`src/acs_consts.svh`:
```
// constants of the accumulator shifter: offsets, field positions, limits, reset values
//
// Summary of operation
// - logical shift by count register clamps count to -32..+31, no overflow raised
// - logical accumulator shift puts last bit out in carry; zero count clears carry
// - logical accumulator shifts run on a 40-bit datapath steered by forty-bit mode
// - forty-bit mode off: logical shift result has guard bits 39..32 cleared
// - negative count shifts right by its magnitude, positive count shifts left
// - legacy mode logical count uses 6 low bits; -32..-17 fold modulo 16 to -16..-1
// - one-bit logical shift: accumulator dest uses shifter, aux/temp dest uses address ALU
// - signed shift by count register clamps to -32..+31 and flags overflow on clamping
// - forty-bit off, sign extension off: signed shifter input guard bits are zeros
// - forty-bit off, sign extension on: signed shifter input guard bits copy bit 31
// - signed shift sign position is bit 31, or bit 39 when forty-bit mode on
// - every unsaturated signed left shift fills result bit 0 with zero
// - forty-bit off: signed overflow detected at bit 31 sets destination overflow flag
// - forty-bit on: signed overflow detected at bit 39 sets destination overflow flag
// - saturation on, forty-bit off, overflow: load 00_7fff_ffff or ff_8000_0000
// - saturation on, forty-bit on, overflow: load 7f_ffff_ffff or 80_0000_0000
// - legacy mode signed shifts act forty-bit, with no overflow flag or saturation
// - legacy mode signed count uses 6 low bits; -32..-17 fold modulo 16 to -16..-1
// - signed shifted-out bit follows forty-bit mode; only carry variants write carry (status carry bit still loads on every shift)
// - signed shifts take count from temporary register or from instruction immediate
`ifndef ACS_CONSTS_SVH
`define ACS_CONSTS_SVH

// ****************************************************************
// register map
// ****************************************************************
`define ACS_ADDR_MODE 8'h00
`define ACS_ADDR_STATUS 8'h04

`define ACS_MODE_FORTY_BIT 0
`define ACS_MODE_SIGN_EXT 1
`define ACS_MODE_DATA_SAT 2
`define ACS_MODE_LEGACY 3
`define ACS_MODE_RESET 4'ha

`define ACS_STAT_CARRY 0
`define ACS_STAT_OVF 1
`define ACS_STAT_CLAMP 2
`define ACS_STAT_SAT 3

// ****************************************************************
// shift count limits
// ****************************************************************
`define ACS_CNT_MAX 16'h001f
`define ACS_CNT_MIN 16'hffe0
`define ACS_AMT_MAX 7'h1f
`define ACS_AMT_MIN 7'h60
`define ACS_AMT_ONE 7'h01
`define ACS_AMT_MINUS_ONE 7'h7f
`define ACS_LEGACY_MOD 7'h10

// ****************************************************************
// saturation values
// ****************************************************************
`define ACS_SAT_POS_32 40'h007fffffff
`define ACS_SAT_NEG_32 40'hff80000000
`define ACS_SAT_POS_40 40'h7fffffffff
`define ACS_SAT_NEG_40 40'h8000000000

`endif

```
`src/acs_pkg.sv`:
```
// types shared by the accumulator shifter files
package acs_pkg;

  typedef enum logic [2:0] {
    op_lsh_cnt,
    op_lsh_imm,
    op_lsh1_left,
    op_lsh1_right,
    op_ssh_cnt,
    op_ssh_cnt_c,
    op_ssh_imm,
    op_ssh_imm_c
  } acs_op_t;

  typedef struct packed {
    logic valid;
    acs_op_t op;
    logic dest_is_acc;
    logic [39:0] source_accumulator;
    logic [15:0] count;
    logic [5:0] immediate_shift_value;
    logic [15:0] aux_or_temp_register;
  } acs_req_t;

  typedef struct packed {
    logic valid;
    logic [39:0] result;
    logic dest_is_acc;
    logic carry_we;
    logic carry;
    logic dest_acc_overflow_flag;
    logic saturated;
  } acs_res_t;

endpackage

```
`src/acs_count_norm.sv`:
```
// shift count selection, clamping and legacy folding
`timescale 1ns/1ns
`include "acs_consts.svh"
module acs_count_norm (
  input wire logic [15:0] count,
  input wire logic use_count_reg,
  input wire logic [5:0] immediate_shift_value,
  input wire logic legacy_compat_mode,
  output logic [6:0] amount,
  output logic clamped
);

  always_comb begin
    amount = {immediate_shift_value[5], immediate_shift_value};
    clamped = 1'b0;
    if (use_count_reg) begin
      if (legacy_compat_mode) begin
        // 6-bit values -32..-17 sit at 6'h20..6'h2f
        if (count[5:4] == 2'b10) begin
          amount = {1'b1, count[5:0]} + `ACS_LEGACY_MOD;
        end else begin
          amount = {count[5], count[5:0]};
        end
      end else if ($signed(count) > $signed(`ACS_CNT_MAX)) begin
        amount = `ACS_AMT_MAX;
        clamped = 1'b1;
      end else if ($signed(count) < $signed(`ACS_CNT_MIN)) begin
        amount = `ACS_AMT_MIN;
        clamped = 1'b1;
      end else begin
        amount = count[6:0];
      end
    end
  end

endmodule

```
`src/acs_shifter.sv`:
```
// forty-bit accumulator shifter with mode register and status register
`timescale 1ns/1ns
`include "acs_consts.svh"
module acs_shifter (
  input wire logic sys_clk,
  input wire logic srst,
  input wire acs_pkg::acs_req_t req,
  output acs_pkg::acs_res_t res,
  input wire logic [7:0] reg_addr,
  input wire logic [31:0] reg_wdata,
  input wire logic reg_we,
  input wire logic reg_re,
  output logic [31:0] reg_rdata
);
  import acs_pkg::*;

  // ****************************************************************
  // mode and status registers
  // ****************************************************************
  logic [3:0] mode;
  logic [3:0] status;
  logic forty_bit_mode;
  logic sign_extension_mode;
  logic data_saturation_mode;
  logic legacy_compat_mode;

  assign forty_bit_mode = mode[`ACS_MODE_FORTY_BIT];
  assign sign_extension_mode = mode[`ACS_MODE_SIGN_EXT];
  assign data_saturation_mode = mode[`ACS_MODE_DATA_SAT];
  assign legacy_compat_mode = mode[`ACS_MODE_LEGACY];

  always_ff @(posedge sys_clk) begin
    if (srst) begin
      mode <= `ACS_MODE_RESET;
    end else if (reg_we && reg_addr == `ACS_ADDR_MODE) begin
      mode <= reg_wdata[3:0];
    end
  end

  always_ff @(posedge sys_clk) begin
    if (srst) begin
      reg_rdata <= 32'h00000000;
    end else if (reg_re) begin
      if (reg_addr == `ACS_ADDR_MODE) begin
        reg_rdata <= {28'h0000000, mode};
      end else if (reg_addr == `ACS_ADDR_STATUS) begin
        reg_rdata <= {28'h0000000, status};
      end else begin
        reg_rdata <= 32'h00000000;
      end
    end else begin
      reg_rdata <= 32'h00000000;
    end
  end

  // ****************************************************************
  // operation decode
  // ****************************************************************
  logic is_lsh;
  logic is_one_bit;
  logic use_count_reg;
  logic carry_variant;
  logic aux_path;

  assign is_one_bit = (req.op == op_lsh1_left) || (req.op == op_lsh1_right);
  assign is_lsh = (req.op == op_lsh_cnt) || (req.op == op_lsh_imm) || is_one_bit;
  assign use_count_reg = (req.op == op_lsh_cnt) || (req.op == op_ssh_cnt) ||
                         (req.op == op_ssh_cnt_c);
  assign carry_variant = is_lsh || (req.op == op_ssh_cnt_c) || (req.op == op_ssh_imm_c);
  // one-bit shifts into aux/temp registers bypass the wide shifter
  assign aux_path = is_one_bit && !req.dest_is_acc;

  // ****************************************************************
  // shift amount
  // ****************************************************************
  logic [6:0] norm_amount;
  logic clamped;
  logic [6:0] amount;
  logic shift_right;
  logic [6:0] mag;
  logic zero_count;

  acs_count_norm u_count_norm (
    .count(req.count),
    .use_count_reg(use_count_reg),
    .immediate_shift_value(req.immediate_shift_value),
    .legacy_compat_mode(legacy_compat_mode),
    .amount(norm_amount),
    .clamped(clamped)
  );

  always_comb begin
    if (req.op == op_lsh1_left) begin
      amount = `ACS_AMT_ONE;
    end else if (req.op == op_lsh1_right) begin
      amount = `ACS_AMT_MINUS_ONE;
    end else begin
      amount = norm_amount;
    end
  end

  assign shift_right = amount[6];
  assign mag = amount[6] ? (~amount + `ACS_AMT_ONE) : amount;
  assign zero_count = (amount == 7'h00);

  // ****************************************************************
  // logical path
  // ****************************************************************
  logic [39:0] lsh_in;
  logic [79:0] lsh_left;
  logic [79:0] lsh_right;
  logic [39:0] lsh_val;
  logic lsh_carry;

  // without forty-bit mode only the low word takes part
  assign lsh_in = forty_bit_mode ? req.source_accumulator :
                  {8'h00, req.source_accumulator[31:0]};
  assign lsh_left = {40'h0000000000, lsh_in} << mag;
  assign lsh_right = {lsh_in, 40'h0000000000} >> mag;

  always_comb begin
    if (shift_right) begin
      lsh_val = lsh_right[79:40];
      lsh_carry = lsh_right[39];
    end else begin
      lsh_val = lsh_left[39:0];
      lsh_carry = forty_bit_mode ? lsh_left[40] : lsh_left[32];
    end
    if (!forty_bit_mode) begin
      lsh_val[39:32] = 8'h00;
    end
  end

  // ****************************************************************
  // address-unit one-bit path
  // ****************************************************************
  logic [15:0] aux_val;
  logic aux_carry;

  always_comb begin
    if (req.op == op_lsh1_left) begin
      aux_val = {req.aux_or_temp_register[14:0], 1'b0};
      aux_carry = req.aux_or_temp_register[15];
    end else begin
      aux_val = {1'b0, req.aux_or_temp_register[15:1]};
      aux_carry = req.aux_or_temp_register[0];
    end
  end

  // ****************************************************************
  // signed path
  // ****************************************************************
  logic m40_eff;
  logic [7:0] guard_in;
  logic [39:0] ssh_in;
  logic [79:0] ssh_left;
  logic [79:0] ssh_right;
  logic [39:0] ssh_val;
  logic ssh_carry;
  logic ssh_ovf;
  logic ssh_neg;
  logic [39:0] sat_val;
  logic do_sat;

  // legacy mode behaves as if forty-bit mode were set
  assign m40_eff = forty_bit_mode || legacy_compat_mode;
  assign guard_in = sign_extension_mode ? {8{req.source_accumulator[31]}} : 8'h00;
  assign ssh_in = m40_eff ? req.source_accumulator :
                  {guard_in, req.source_accumulator[31:0]};
  // left shift fills from zero at bit 0
  assign ssh_left = {{40{ssh_in[39]}}, ssh_in} << mag;
  assign ssh_right = $signed({ssh_in, 40'h0000000000}) >>> mag;

  always_comb begin
    if (shift_right) begin
      ssh_val = ssh_right[79:40];
      ssh_carry = ssh_right[39];
      ssh_neg = ssh_in[39];
      // arithmetic right shift cannot leave the 40-bit range
      ssh_ovf = !m40_eff && !((&ssh_val[39:31]) || !(|ssh_val[39:31]));
    end else begin
      ssh_val = ssh_left[39:0];
      ssh_carry = m40_eff ? ssh_left[40] : ssh_left[32];
      ssh_neg = ssh_left[79];
      if (m40_eff) begin
        ssh_ovf = !((&ssh_left[79:39]) || !(|ssh_left[79:39]));
      end else begin
        ssh_ovf = !((&ssh_left[79:31]) || !(|ssh_left[79:31]));
      end
    end
  end

  always_comb begin
    if (m40_eff) begin
      sat_val = ssh_neg ? `ACS_SAT_NEG_40 : `ACS_SAT_POS_40;
    end else begin
      sat_val = ssh_neg ? `ACS_SAT_NEG_32 : `ACS_SAT_POS_32;
    end
  end

  assign do_sat = data_saturation_mode && ssh_ovf && !legacy_compat_mode;

  // ****************************************************************
  // result register, one cycle after the request
  // ****************************************************************
  acs_res_t next_res;

  always_comb begin
    next_res = '0;
    if (req.valid) begin
      next_res.valid = 1'b1;
      next_res.dest_is_acc = !aux_path;
      if (aux_path) begin
        next_res.result = {24'h000000, aux_val};
        next_res.carry_we = 1'b1;
        next_res.carry = aux_carry;
      end else if (is_lsh) begin
        next_res.result = lsh_val;
        next_res.carry_we = 1'b1;
        next_res.carry = zero_count ? 1'b0 : lsh_carry;
      end else begin
        next_res.result = do_sat ? sat_val : ssh_val;
        next_res.saturated = do_sat;
        next_res.carry_we = carry_variant;
        next_res.carry = zero_count ? 1'b0 : ssh_carry;
        // clamp report only for the register count
        next_res.dest_acc_overflow_flag = !legacy_compat_mode &&
                                          (ssh_ovf || clamped);
      end
    end
  end

  always_ff @(posedge sys_clk) begin
    if (srst) begin
      res <= '0;
    end else begin
      res <= next_res;
    end
  end

  always_ff @(posedge sys_clk) begin
    if (srst) begin
      status <= 4'h0;
    end else if (req.valid) begin
      status[`ACS_STAT_CARRY] <= next_res.carry;
      status[`ACS_STAT_OVF] <= next_res.dest_acc_overflow_flag;
      status[`ACS_STAT_CLAMP] <= clamped;
      status[`ACS_STAT_SAT] <= next_res.saturated;
    end
  end

  // ****************************************************************
  // checks
  // ****************************************************************
  AST_LATENCY: assert property (
    @(posedge sys_clk) disable iff (srst)
    req.valid |=> res.valid ##1 (res.valid == $past(req.valid))
  ) else $error("result valid does not follow request by one cycle");

  AST_LSH_NO_OVF: assert property (
    @(posedge sys_clk) disable iff (srst)
    (req.valid && is_lsh) |=> (!res.dest_acc_overflow_flag && res.carry_we)
  ) else $error("logical shift raised overflow or skipped carry");

  AST_LSH_ZERO_CARRY: assert property (
    @(posedge sys_clk) disable iff (srst)
    (req.valid && carry_variant && !aux_path && req.op != op_lsh1_left &&
     req.op != op_lsh1_right && req.count == 16'h0000 && use_count_reg)
    |=> (res.carry == 1'b0)
  ) else $error("zero shift count did not clear carry");

  AST_LSH_GUARD: assert property (
    @(posedge sys_clk) disable iff (srst)
    (req.valid && is_lsh && !aux_path && !forty_bit_mode) |=> (res.result[39:32] == 8'h00)
  ) else $error("logical shift left guard bits set with forty-bit mode off");

  AST_LSH_DIR: assert property (
    @(posedge sys_clk) disable iff (srst)
    (req.valid && req.op == op_lsh_imm && forty_bit_mode &&
     req.immediate_shift_value == 6'h3f)
    |=> (res.result == {1'b0, $past(req.source_accumulator[39:1])})
  ) else $error("count of -1 did not shift right by one");

  AST_AUX_PATH: assert property (
    @(posedge sys_clk) disable iff (srst)
    (req.valid && req.op == op_lsh1_left && !req.dest_is_acc)
    |=> (!res.dest_is_acc && res.result[15:0] == {$past(req.aux_or_temp_register[14:0]), 1'b0}
         && res.carry == $past(req.aux_or_temp_register[15]))
  ) else $error("one-bit shift to aux register took the wrong path");

  AST_SSH_CLAMP_OVF: assert property (
    @(posedge sys_clk) disable iff (srst)
    (req.valid && req.op == op_ssh_cnt && !legacy_compat_mode &&
     ($signed(req.count) > $signed(`ACS_CNT_MAX) || $signed(req.count) < $signed(`ACS_CNT_MIN)))
    |=> res.dest_acc_overflow_flag
  ) else $error("clamped signed count did not flag overflow");

  AST_SSH_GUARD_ZERO: assert property (
    @(posedge sys_clk) disable iff (srst)
    (req.valid && !is_lsh && !m40_eff && !sign_extension_mode && !data_saturation_mode &&
     req.op == op_ssh_imm && req.immediate_shift_value == 6'h00)
    |=> (res.result == {8'h00, $past(req.source_accumulator[31:0])})
  ) else $error("guard bits not cleared at signed shifter input");

  AST_SSH_BIT0: assert property (
    @(posedge sys_clk) disable iff (srst)
    (req.valid && !is_lsh && !amount[6] && amount != 7'h00 && !do_sat) |=> !res.result[0]
  ) else $error("signed left shift did not fill bit 0 with zero");

  AST_SAT_32: assert property (
    @(posedge sys_clk) disable iff (srst)
    (req.valid && !is_lsh && do_sat && !m40_eff)
    |=> (res.saturated && (res.result == `ACS_SAT_POS_32 || res.result == `ACS_SAT_NEG_32))
  ) else $error("wrong saturation value with forty-bit mode off");

  AST_SAT_40: assert property (
    @(posedge sys_clk) disable iff (srst)
    (req.valid && !is_lsh && do_sat && m40_eff)
    |=> (res.saturated && (res.result == `ACS_SAT_POS_40 || res.result == `ACS_SAT_NEG_40))
  ) else $error("wrong saturation value with forty-bit mode on");

  AST_LEGACY_QUIET: assert property (
    @(posedge sys_clk) disable iff (srst)
    (req.valid && !is_lsh && legacy_compat_mode)
    |=> (!res.dest_acc_overflow_flag && !res.saturated)
  ) else $error("legacy mode signed shift flagged overflow or saturated");

  AST_CARRY_VARIANT: assert property (
    @(posedge sys_clk) disable iff (srst)
    (req.valid && (req.op == op_ssh_cnt || req.op == op_ssh_imm)) |=> !res.carry_we
  ) else $error("non-carry signed shift wrote carry");

endmodule

```
`config.mk`:
```
export PLATFORM = sky130hd
export DESIGN_NAME = acs_shifter
export DESIGN_NICKNAME = d
export VERILOG_FILES = /design/src/acs_pkg.sv /design/src/acs_count_norm.sv /design/src/acs_shifter.sv
export VERILOG_INCLUDE_DIRS = /design/src /design/src/src
export SDC_FILE = /design/constraint.sdc
export NUM_CORES = 1
export LEC_CHECK = 0
export BUFFER_PORTS_ARGS = -buffer_cell sky130_fd_sc_hd__buf_2
export CORE_ASPECT_RATIO = 1.2
export CORE_MARGIN = 5
export CORE_UTILIZATION = 47
export CTS_CLUSTER_SIZE = 24
export DETAILED_ROUTE_END_ITERATION = 8
export PLACE_DENSITY = 0.75
export SLEW_MARGIN = 5
export SYNTH_ARGS = -nofsm -noshare
export SYNTH_HDL_FRONTEND = slang
export SYNTH_SLANG_ARGS = --single-unit
```
`constraint.sdc`:
```
create_clock -name sys_clk -period 9.3 [get_ports sys_clk]
set_input_delay 1.395 -clock sys_clk [delete_from_list [all_inputs] [get_ports sys_clk]]
set_output_delay 1.395 -clock sys_clk [all_outputs]
set_load 0.01 [all_outputs]
```
[Word-level counts from Yosys, hierarchy flattened]
Index checks and enable logic that the tools add are counted.
Storage, ports and cells
  memories: 0
  RAM bits: 0
  bits in registers: 86
  bits in read-only memories: 0
  output and inout port bits: 78
  word-level logic and storage cells: 114
  bits of input ports: 127
  latch bits: 0
Cells by class
  $mul: 0
  order comparisons: 2
  add/subtract/negate cells: 2
  shift operators: 4
  reduce and logical (&&, ||, !) cells: 41
  muxes and demuxes: 42
  equality and inequality tests: 8
  div/mod/pow operators: 0
  bitwise logic cells: 3
Operators by type and width (number)
  40-bit 2-to-1 mux: 10
  80-bit by 7-bit << shifter with 80-bit output: 1
  80-bit by 7-bit >> shifter with 80-bit output: 1
  80-bit by 7-bit >>> shifter with 80-bit output: 1
  7-bit 2-to-1 mux: 8
  49-bit AND reduction: 1
  49-bit OR reduction: 1
  46-bit 2-to-1 mux: 1
  41-bit AND reduction: 1
  41-bit OR reduction: 1
  40-bit by 7-bit << shifter with 41-bit output: 1
  16-bit by 6-bit > comparator with 1-bit output, second input constant: 1
  16-bit by 6-bit less-than comparator with 1-bit output, second input constant: 1
  16-bit 2-to-1 mux: 1
  8-bit 2-to-1 mux: 2
  1-bit 2-to-1 mux: 14
  1-bit logical OR: 12
  1-bit zero test: 10
  3-bit equality test, second input constant: 3
  9-bit AND reduction: 1
  9-bit OR reduction: 1
  8-bit by 3-bit equality test with 1-bit output, second input constant: 1
  8-bit zero test: 1
  2-bit 2-to-1 mux: 4
  other kinds (13): 23

[Depth between registers and ports, before layout]
  word-level depth: 23
  depth in mapped cells: 35

[Modules after synthesis]
Synthesis repeated with hierarchy kept, for this count alone.
Second synthesis, totals
  cells, all modules: 1949
  area total of the unflattened synthesis: 12523.3 µm²
By module, submodules not included
  acs_shifter: seq. area each 1161.1 µm², cells each 1901, area each 12213.0 µm², instances 1
  acs_count_norm: seq. area each 0.0 µm², cells each 48, area each 310.3 µm², instances 1

[Worst setup path before layout]
Ideal clock, no wire load.
  kind: input -> register
  from: in req[79] in the netlist's numbering
  to: reg res[44] in the netlist's numbering
  stages: 31
  required time: 9.183 ns
  arrival: 8.051 ns
  path slack: 1.132 ns
  cells stage by stage: buf_2 -> or3b_1 -> buf_2 -> a21oi_1 -> a211o_2 -> nand2_1 -> clkinv_1 -> buf_2 -> buf_2 -> buf_2 -> clkbuf_1 -> clkbuf_1 -> clkbuf_1 -> ha_1 -> nor2b_1 -> a221o_1 -> o21ai_2 -> nor2_1 -> buf_2 -> mux4_2 -> a2bb2oi_2 -> and3_1 -> o221ai_1 -> o21ai_0 -> or4b_1 -> nor4_2 -> a31oi_1 -> a21oi_4 -> buf_6 -> o221ai_1 -> a32o_1
Between the ends
  word-level cells in the longest chain between the ends: 20
  elaborated cells between the ends (all ways): 52
  classes of those cells: add/sub (1); eq/ne (5); shift (4); mux (15); bitwise (1); reduce/logical (26)
RTL lines
  start: declaration: RTL line acs_shifter.sv:7  | input wire acs_pkg::acs_req_t req,
  3-bit equality test or 3-bit zero test (tied branches): RTL line acs_shifter.sv:67, acs_shifter.sv:66
  1-bit logical OR (2 in series): RTL line acs_shifter.sv:67  | assign use_count_reg = (req.op == op_lsh_cnt) || (req.op == op_ssh_cnt) ||
  7-bit 2-to-1 mux: RTL line acs_count_norm.sv:16  | if (use_count_reg) begin
  7-bit 2-to-1 mux: RTL line acs_shifter.sv:95  | end else if (req.op == op_lsh1_right) begin
  7-bit 2-to-1 mux: RTL line acs_shifter.sv:93  | if (req.op == op_lsh1_left) begin
  7-bit inverter: RTL line acs_shifter.sv:103  | assign mag = amount[6] ? (~amount + `ACS_AMT_ONE) : amount;
  7-bit by 1-bit adder with 7-bit output (no line)
  7-bit 2-to-1 mux: RTL line acs_shifter.sv:103
  [... 2 more ...]
  1-bit zero test (on tied branches): RTL line acs_shifter.sv:188, acs_shifter.sv:180, acs_shifter.sv:186
  1-bit logical OR (on tied branches): RTL line acs_shifter.sv:188, acs_shifter.sv:180, acs_shifter.sv:186
  1-bit zero test (on tied branches): RTL line acs_shifter.sv:188, acs_shifter.sv:180, acs_shifter.sv:186
  1-bit 2-to-1 mux or 1-bit logical AND (tied branches): RTL line acs_shifter.sv:185, acs_shifter.sv:180
  1-bit 2-to-1 mux: RTL line acs_shifter.sv:175  | if (shift_right) begin
  1-bit logical AND (2 in series): RTL line acs_shifter.sv:201  | assign do_sat = data_saturation_mode && ssh_ovf && !legacy_compat_mode;
  40-bit 2-to-1 mux: RTL line acs_shifter.sv:222  | next_res.result = do_sat ? sat_val : ssh_val;
  40-bit 2-to-1 mux: RTL line acs_shifter.sv:217  | end else if (is_lsh) begin
  end signal: assignment: RTL line acs_shifter.sv:237  | res <= next_res;
  end: declaration: RTL line acs_shifter.sv:8  | output acs_pkg::acs_res_t res,
Several ways; a longest one is shown, not always the timed one.
A chain may end at the register's enable or synchronous reset.

[Worst setup path in the final report]
  from: in req[79] in the netlist's numbering
  to: reg res[13] in the netlist's numbering
Between the ends
  word-level cells in the longest chain between the ends: 21
  elaborated cells between the ends (all ways): 52
  classes of those cells: add/sub (1); eq/ne (5); shift (4); mux (16); bitwise (1); reduce/logical (25)
RTL lines
  3-bit equality test or 3-bit zero test (tied branches): RTL line acs_shifter.sv:67, acs_shifter.sv:66
  1-bit logical OR (2 in series): RTL line acs_shifter.sv:67
  7-bit 2-to-1 mux: RTL line acs_count_norm.sv:16
  7-bit 2-to-1 mux: RTL line acs_shifter.sv:95
  7-bit 2-to-1 mux: RTL line acs_shifter.sv:93
  7-bit inverter: RTL line acs_shifter.sv:103
  7-bit by 1-bit adder with 7-bit output (no line)
  7-bit 2-to-1 mux: RTL line acs_shifter.sv:103
  [... 3 more ...]
  1-bit logical OR (on tied branches): RTL line acs_shifter.sv:188, acs_shifter.sv:180, acs_shifter.sv:186
  1-bit zero test (on tied branches): RTL line acs_shifter.sv:188, acs_shifter.sv:180, acs_shifter.sv:186
  1-bit 2-to-1 mux or 1-bit logical AND (tied branches): RTL line acs_shifter.sv:185, acs_shifter.sv:180
  1-bit 2-to-1 mux: RTL line acs_shifter.sv:175
  1-bit logical AND (2 in series): RTL line acs_shifter.sv:201
  40-bit 2-to-1 mux: RTL line acs_shifter.sv:222
  40-bit 2-to-1 mux: RTL line acs_shifter.sv:217
  40-bit 2-to-1 mux *: RTL line acs_shifter.sv:213  | if (aux_path) begin
Mark *: on every way between the ends. The rest lies on a longest branch, timed or not.

==> results.py <==
metrics = {
    "die": {
        "row_count": 68,
        "fp.dieW_um": 166,
        "die-area_mm2": 0.0327,
        "initial_core_util_pct": 47.7,
        "ios": 205,
        "core_mm2": 0.0288,
        "die_h_um": 197,
    },
    "sta": {
        "tns_ns": 0,
        "fin_crit_ns": 8.75,
        "clock.fmax_mhz": 114,
        "skew_ns": 0.00435,
        "period_share_pct": 94.1,
        "setup_ws_ns": 0.553,
        "finalMaxSlewViolations": 0,
        "finalSetupViolCount": 0,
        "worst_pin_slew_ns": 1.27,
        "hold_viol": 0,
        "grt_setup_unrepaired": "no",
        "max_slew_margin_pct": 15.3,
    },
    "finish": {
        "layout-drive-gt1-share_pct": 16.4,
        "final_common_cell": "nand2_1",
        "final_cells": 2588,
        "area_growth_pct": 10.3,
        "layout_common_cells": "nand2_1 (247), a21oi_1 (227), nor2_1 (221)",
        "final_util_pct": 52.6,
        "fin_nets": 2329,
    },
    "power_and_ir_drop": {
        "fin_total_pwr_mw": 2.99,
        "leakage_nw": 5.97,
        "peakVddDrop_uv": 154,
        "powerDensity_mw_per_mm2": 198,
    },
    "synth": {
        "async_flop_share_pct": 0,
        "syn_inst": 2136,
        "synthDistinctLibCells": 109,
        "synth_edf_count": 0,
        "ys_warn_count": 0,
        "synthesis.area_mm2": 0.0137,
        "syn_area_per_cell_um2": 6.42,
        "synth_seq_cells": 58,
        "synth-main-ff-cell": "dfxtp_1",
        "synth-seq-area-share_pct": 8.47,
    },
    "routing": {
        "drt-pass1-iter-count": 7,
        "routedWlPerCell_um": 32.3,
        "drt_iter0_markers": 3493,
        "ant_nets": 0,
        "drc": 0,
        "vias": 19500,
        "wl_um": 83500,
        "via_per_inst": 7.55,
    },
    "place": {
        "dp_hpwl_um": 65200,
        "dp_slack_ns": 0.876,
        "portBuffers": 148,
        "gp_congestion": 1.14,
        "dp_cells": 2571,
    },
    "global_route": {
        "grt_max_degree": 86,
        "antenna_found_initial": 1,
        "grt_pass1_wl_um": 120000,
        "grt_usage_pct": 47.8,
        "grt_pass1_vias": 17900,
        "grt_remaining_overflow": 0,
    },
    "cts": {
        "numClockSinks": 58,
        "cts-resized-gates": 0,
        "clk_pin_slew_ns": 0.05,
        "htree_levels": 3,
        "postCtsSetupBuffers": 0,
        "numCtsBuffers": 9,
        "clock_latency_ns": 0.32,
        "cts-hold-fix-buffers": 0,
        "cts-root-buf": "clkbuf_16",
        "cts.path.max_buffers": 2,
        "cts_tree": "yes",
    },
    "critical_path": {
        "critPathLaunchType": "input port",
        "worst_setup_path_end_kind": "register",
        "crit_chain": "buf_2, or3b_1, a21oi_1, a211o_2, nand2_2, inv_2, ha_1, nor2b_1, a221o_1, o21a_2, buf_12, a21o_1, a32oi_1, mux2i_1, a32oi_1, o211ai_1, a2111o_1, a221oi_1, a31oi_1, a21oi_4, buf_12, o21ai_1, a2111oi_1",
        "required_ns": 9.51,
        "crit_arrival_ns": 8.96,
        "critical_path.max_stage_delay_ns": 1.03,
        "slowest_stage": "a32oi_1",
        "critPathMaxFanout": 44,
        "crit_type": "in2reg",
    },
    "status": {
        "status": "finished, final reports clean",
    },
    "min_path": {
        "hold_path_class": "reg2reg",
    },
    "job": {
        "cap_viol_max_count": 0,
    },
}
==> cell type report <==
type	count	area, um^2
multi-input cells	1851	11500
well taps	385	482
diodes	1	2.50
repair buffers	251	1580
fillers	2977	13600
clock buffers	9	225
flip-flops and latches	58	1160
inverters	26	97.6
clock inverters	7	77.6
==> metal layers <==
layer  vias up  wire (um)  GRT usage [%]  part of all wire (%)
li1       8301          -              -                     -
met1      8946      29200           58.0                    35
met2      1840      34500           71.4                    41
met3       459      11600           14.1                    14
met4         0       8210           36.4                   9.8
met5         -          0              0                     0
==> power breakdown <==
| group | switching (mW) | internal, mW |
|---|---|---|
| Combinational | 1.69 | 0.705 |
| Clock | 0.121 | 0.208 |
| Sequential | 0.00372 | 0.263 |
| Total | 1.81 | 1.18 |
==> sequential cells by signal (all words and copies together) (netlist names) <==
name,cells
res,46
mode,4
status,4
reg_rdata,4
==> cell families after synthesis <==
family,share of synthesized area [%]
compound gates,46.2
buf+inv,8.94
simple gates,25.9
fa+ha+maj,0.457
mux,9.61
flops,8.47
other cells,0.0274
xor+xnor,0.374
==> synthesized netlist by cell type (8+ instances only) <==
| cell | count | area, um^2 |
|---|---|---|
| buf_6 | 8 | 90.1 |
| a21boi_0 | 9 | 67.6 |
| nor2_1 | 223 | 837 |
| o21ai_0 | 177 | 886 |
| buf_2 | 58 | 290 |
| or2_2 | 8 | 50.1 |
| o21ai_1 | 9 | 45.0 |
| clkbuf_1 | 91 | 342 |
| mux2_2 | 11 | 124 |
| nand3_1 | 81 | 405 |
| o221ai_1 | 23 | 201 |
| and2_1 | 10 | 62.6 |
| o31ai_1 | 25 | 188 |
| nor3_1 | 69 | 345 |
| dfxtp_1 | 58 | 1160 |
| o21bai_1 | 12 | 90.1 |
| a221oi_1 | 16 | 140 |
| and3_1 | 18 | 113 |
| buf_4 | 37 | 278 |
| a31oi_1 | 27 | 169 |
| nand2b_1 | 8 | 50.1 |
| o22ai_1 | 46 | 288 |
| nor4_1 | 10 | 62.6 |
| nand4_1 | 26 | 163 |
| a311oi_1 | 9 | 78.8 |
| a21o_1 | 37 | 278 |
| o21a_1 | 14 | 105 |
| nand2_1 | 248 | 931 |
| inv_1 | 25 | 93.8 |
| mux4_2 | 14 | 315 |
| or3_1 | 14 | 87.6 |
| a21oi_1 | 229 | 1150 |
| a211oi_1 | 68 | 510 |
| a22oi_1 | 25 | 188 |
| o31a_1 | 11 | 96.3 |
| a211o_1 | 14 | 123 |
| o211ai_1 | 65 | 488 |
| mux2i_1 | 85 | 851 |
| a32oi_1 | 15 | 131 |
| buf_1 | 34 | 128 |
==> through the flow <==
step,hold slack [ns],instance area [um^2]
finish,0.473,15100
global route,0.501,15100
CTS,0.468,15100
detailed placement,0.443,14800
global placement,0.434,14800
floorplan,0.426,13800
==> critical path: cells and delay by family <==
family / cells / cell delay [ns]
AND/OR/NAND/NOR: 3 / 0.79
adder cells (fa/ha/maj): 1 / 0.25
multiplexers: 1 / 0.37
AO/OA/AOI/OAI: 14 / 5.12
buffers and inverters: 4 / 0.94
==> final timing paths <==
| check | end | slack [ns] | start | cells past startpoint |
|---|---|---|---|---|
| hold reg to reg | status[1] | 0.47 | status[1] | 1 |
| setup reg to reg | res[13] | 1.70 | mode[3] | 23 |
| setup / recovery | res[13] | 0.55 | req[79] | 23 |
| hold / removal | status[1] | 0.47 | status[1] | 1 |
Power figures use the tool's default switching activity.
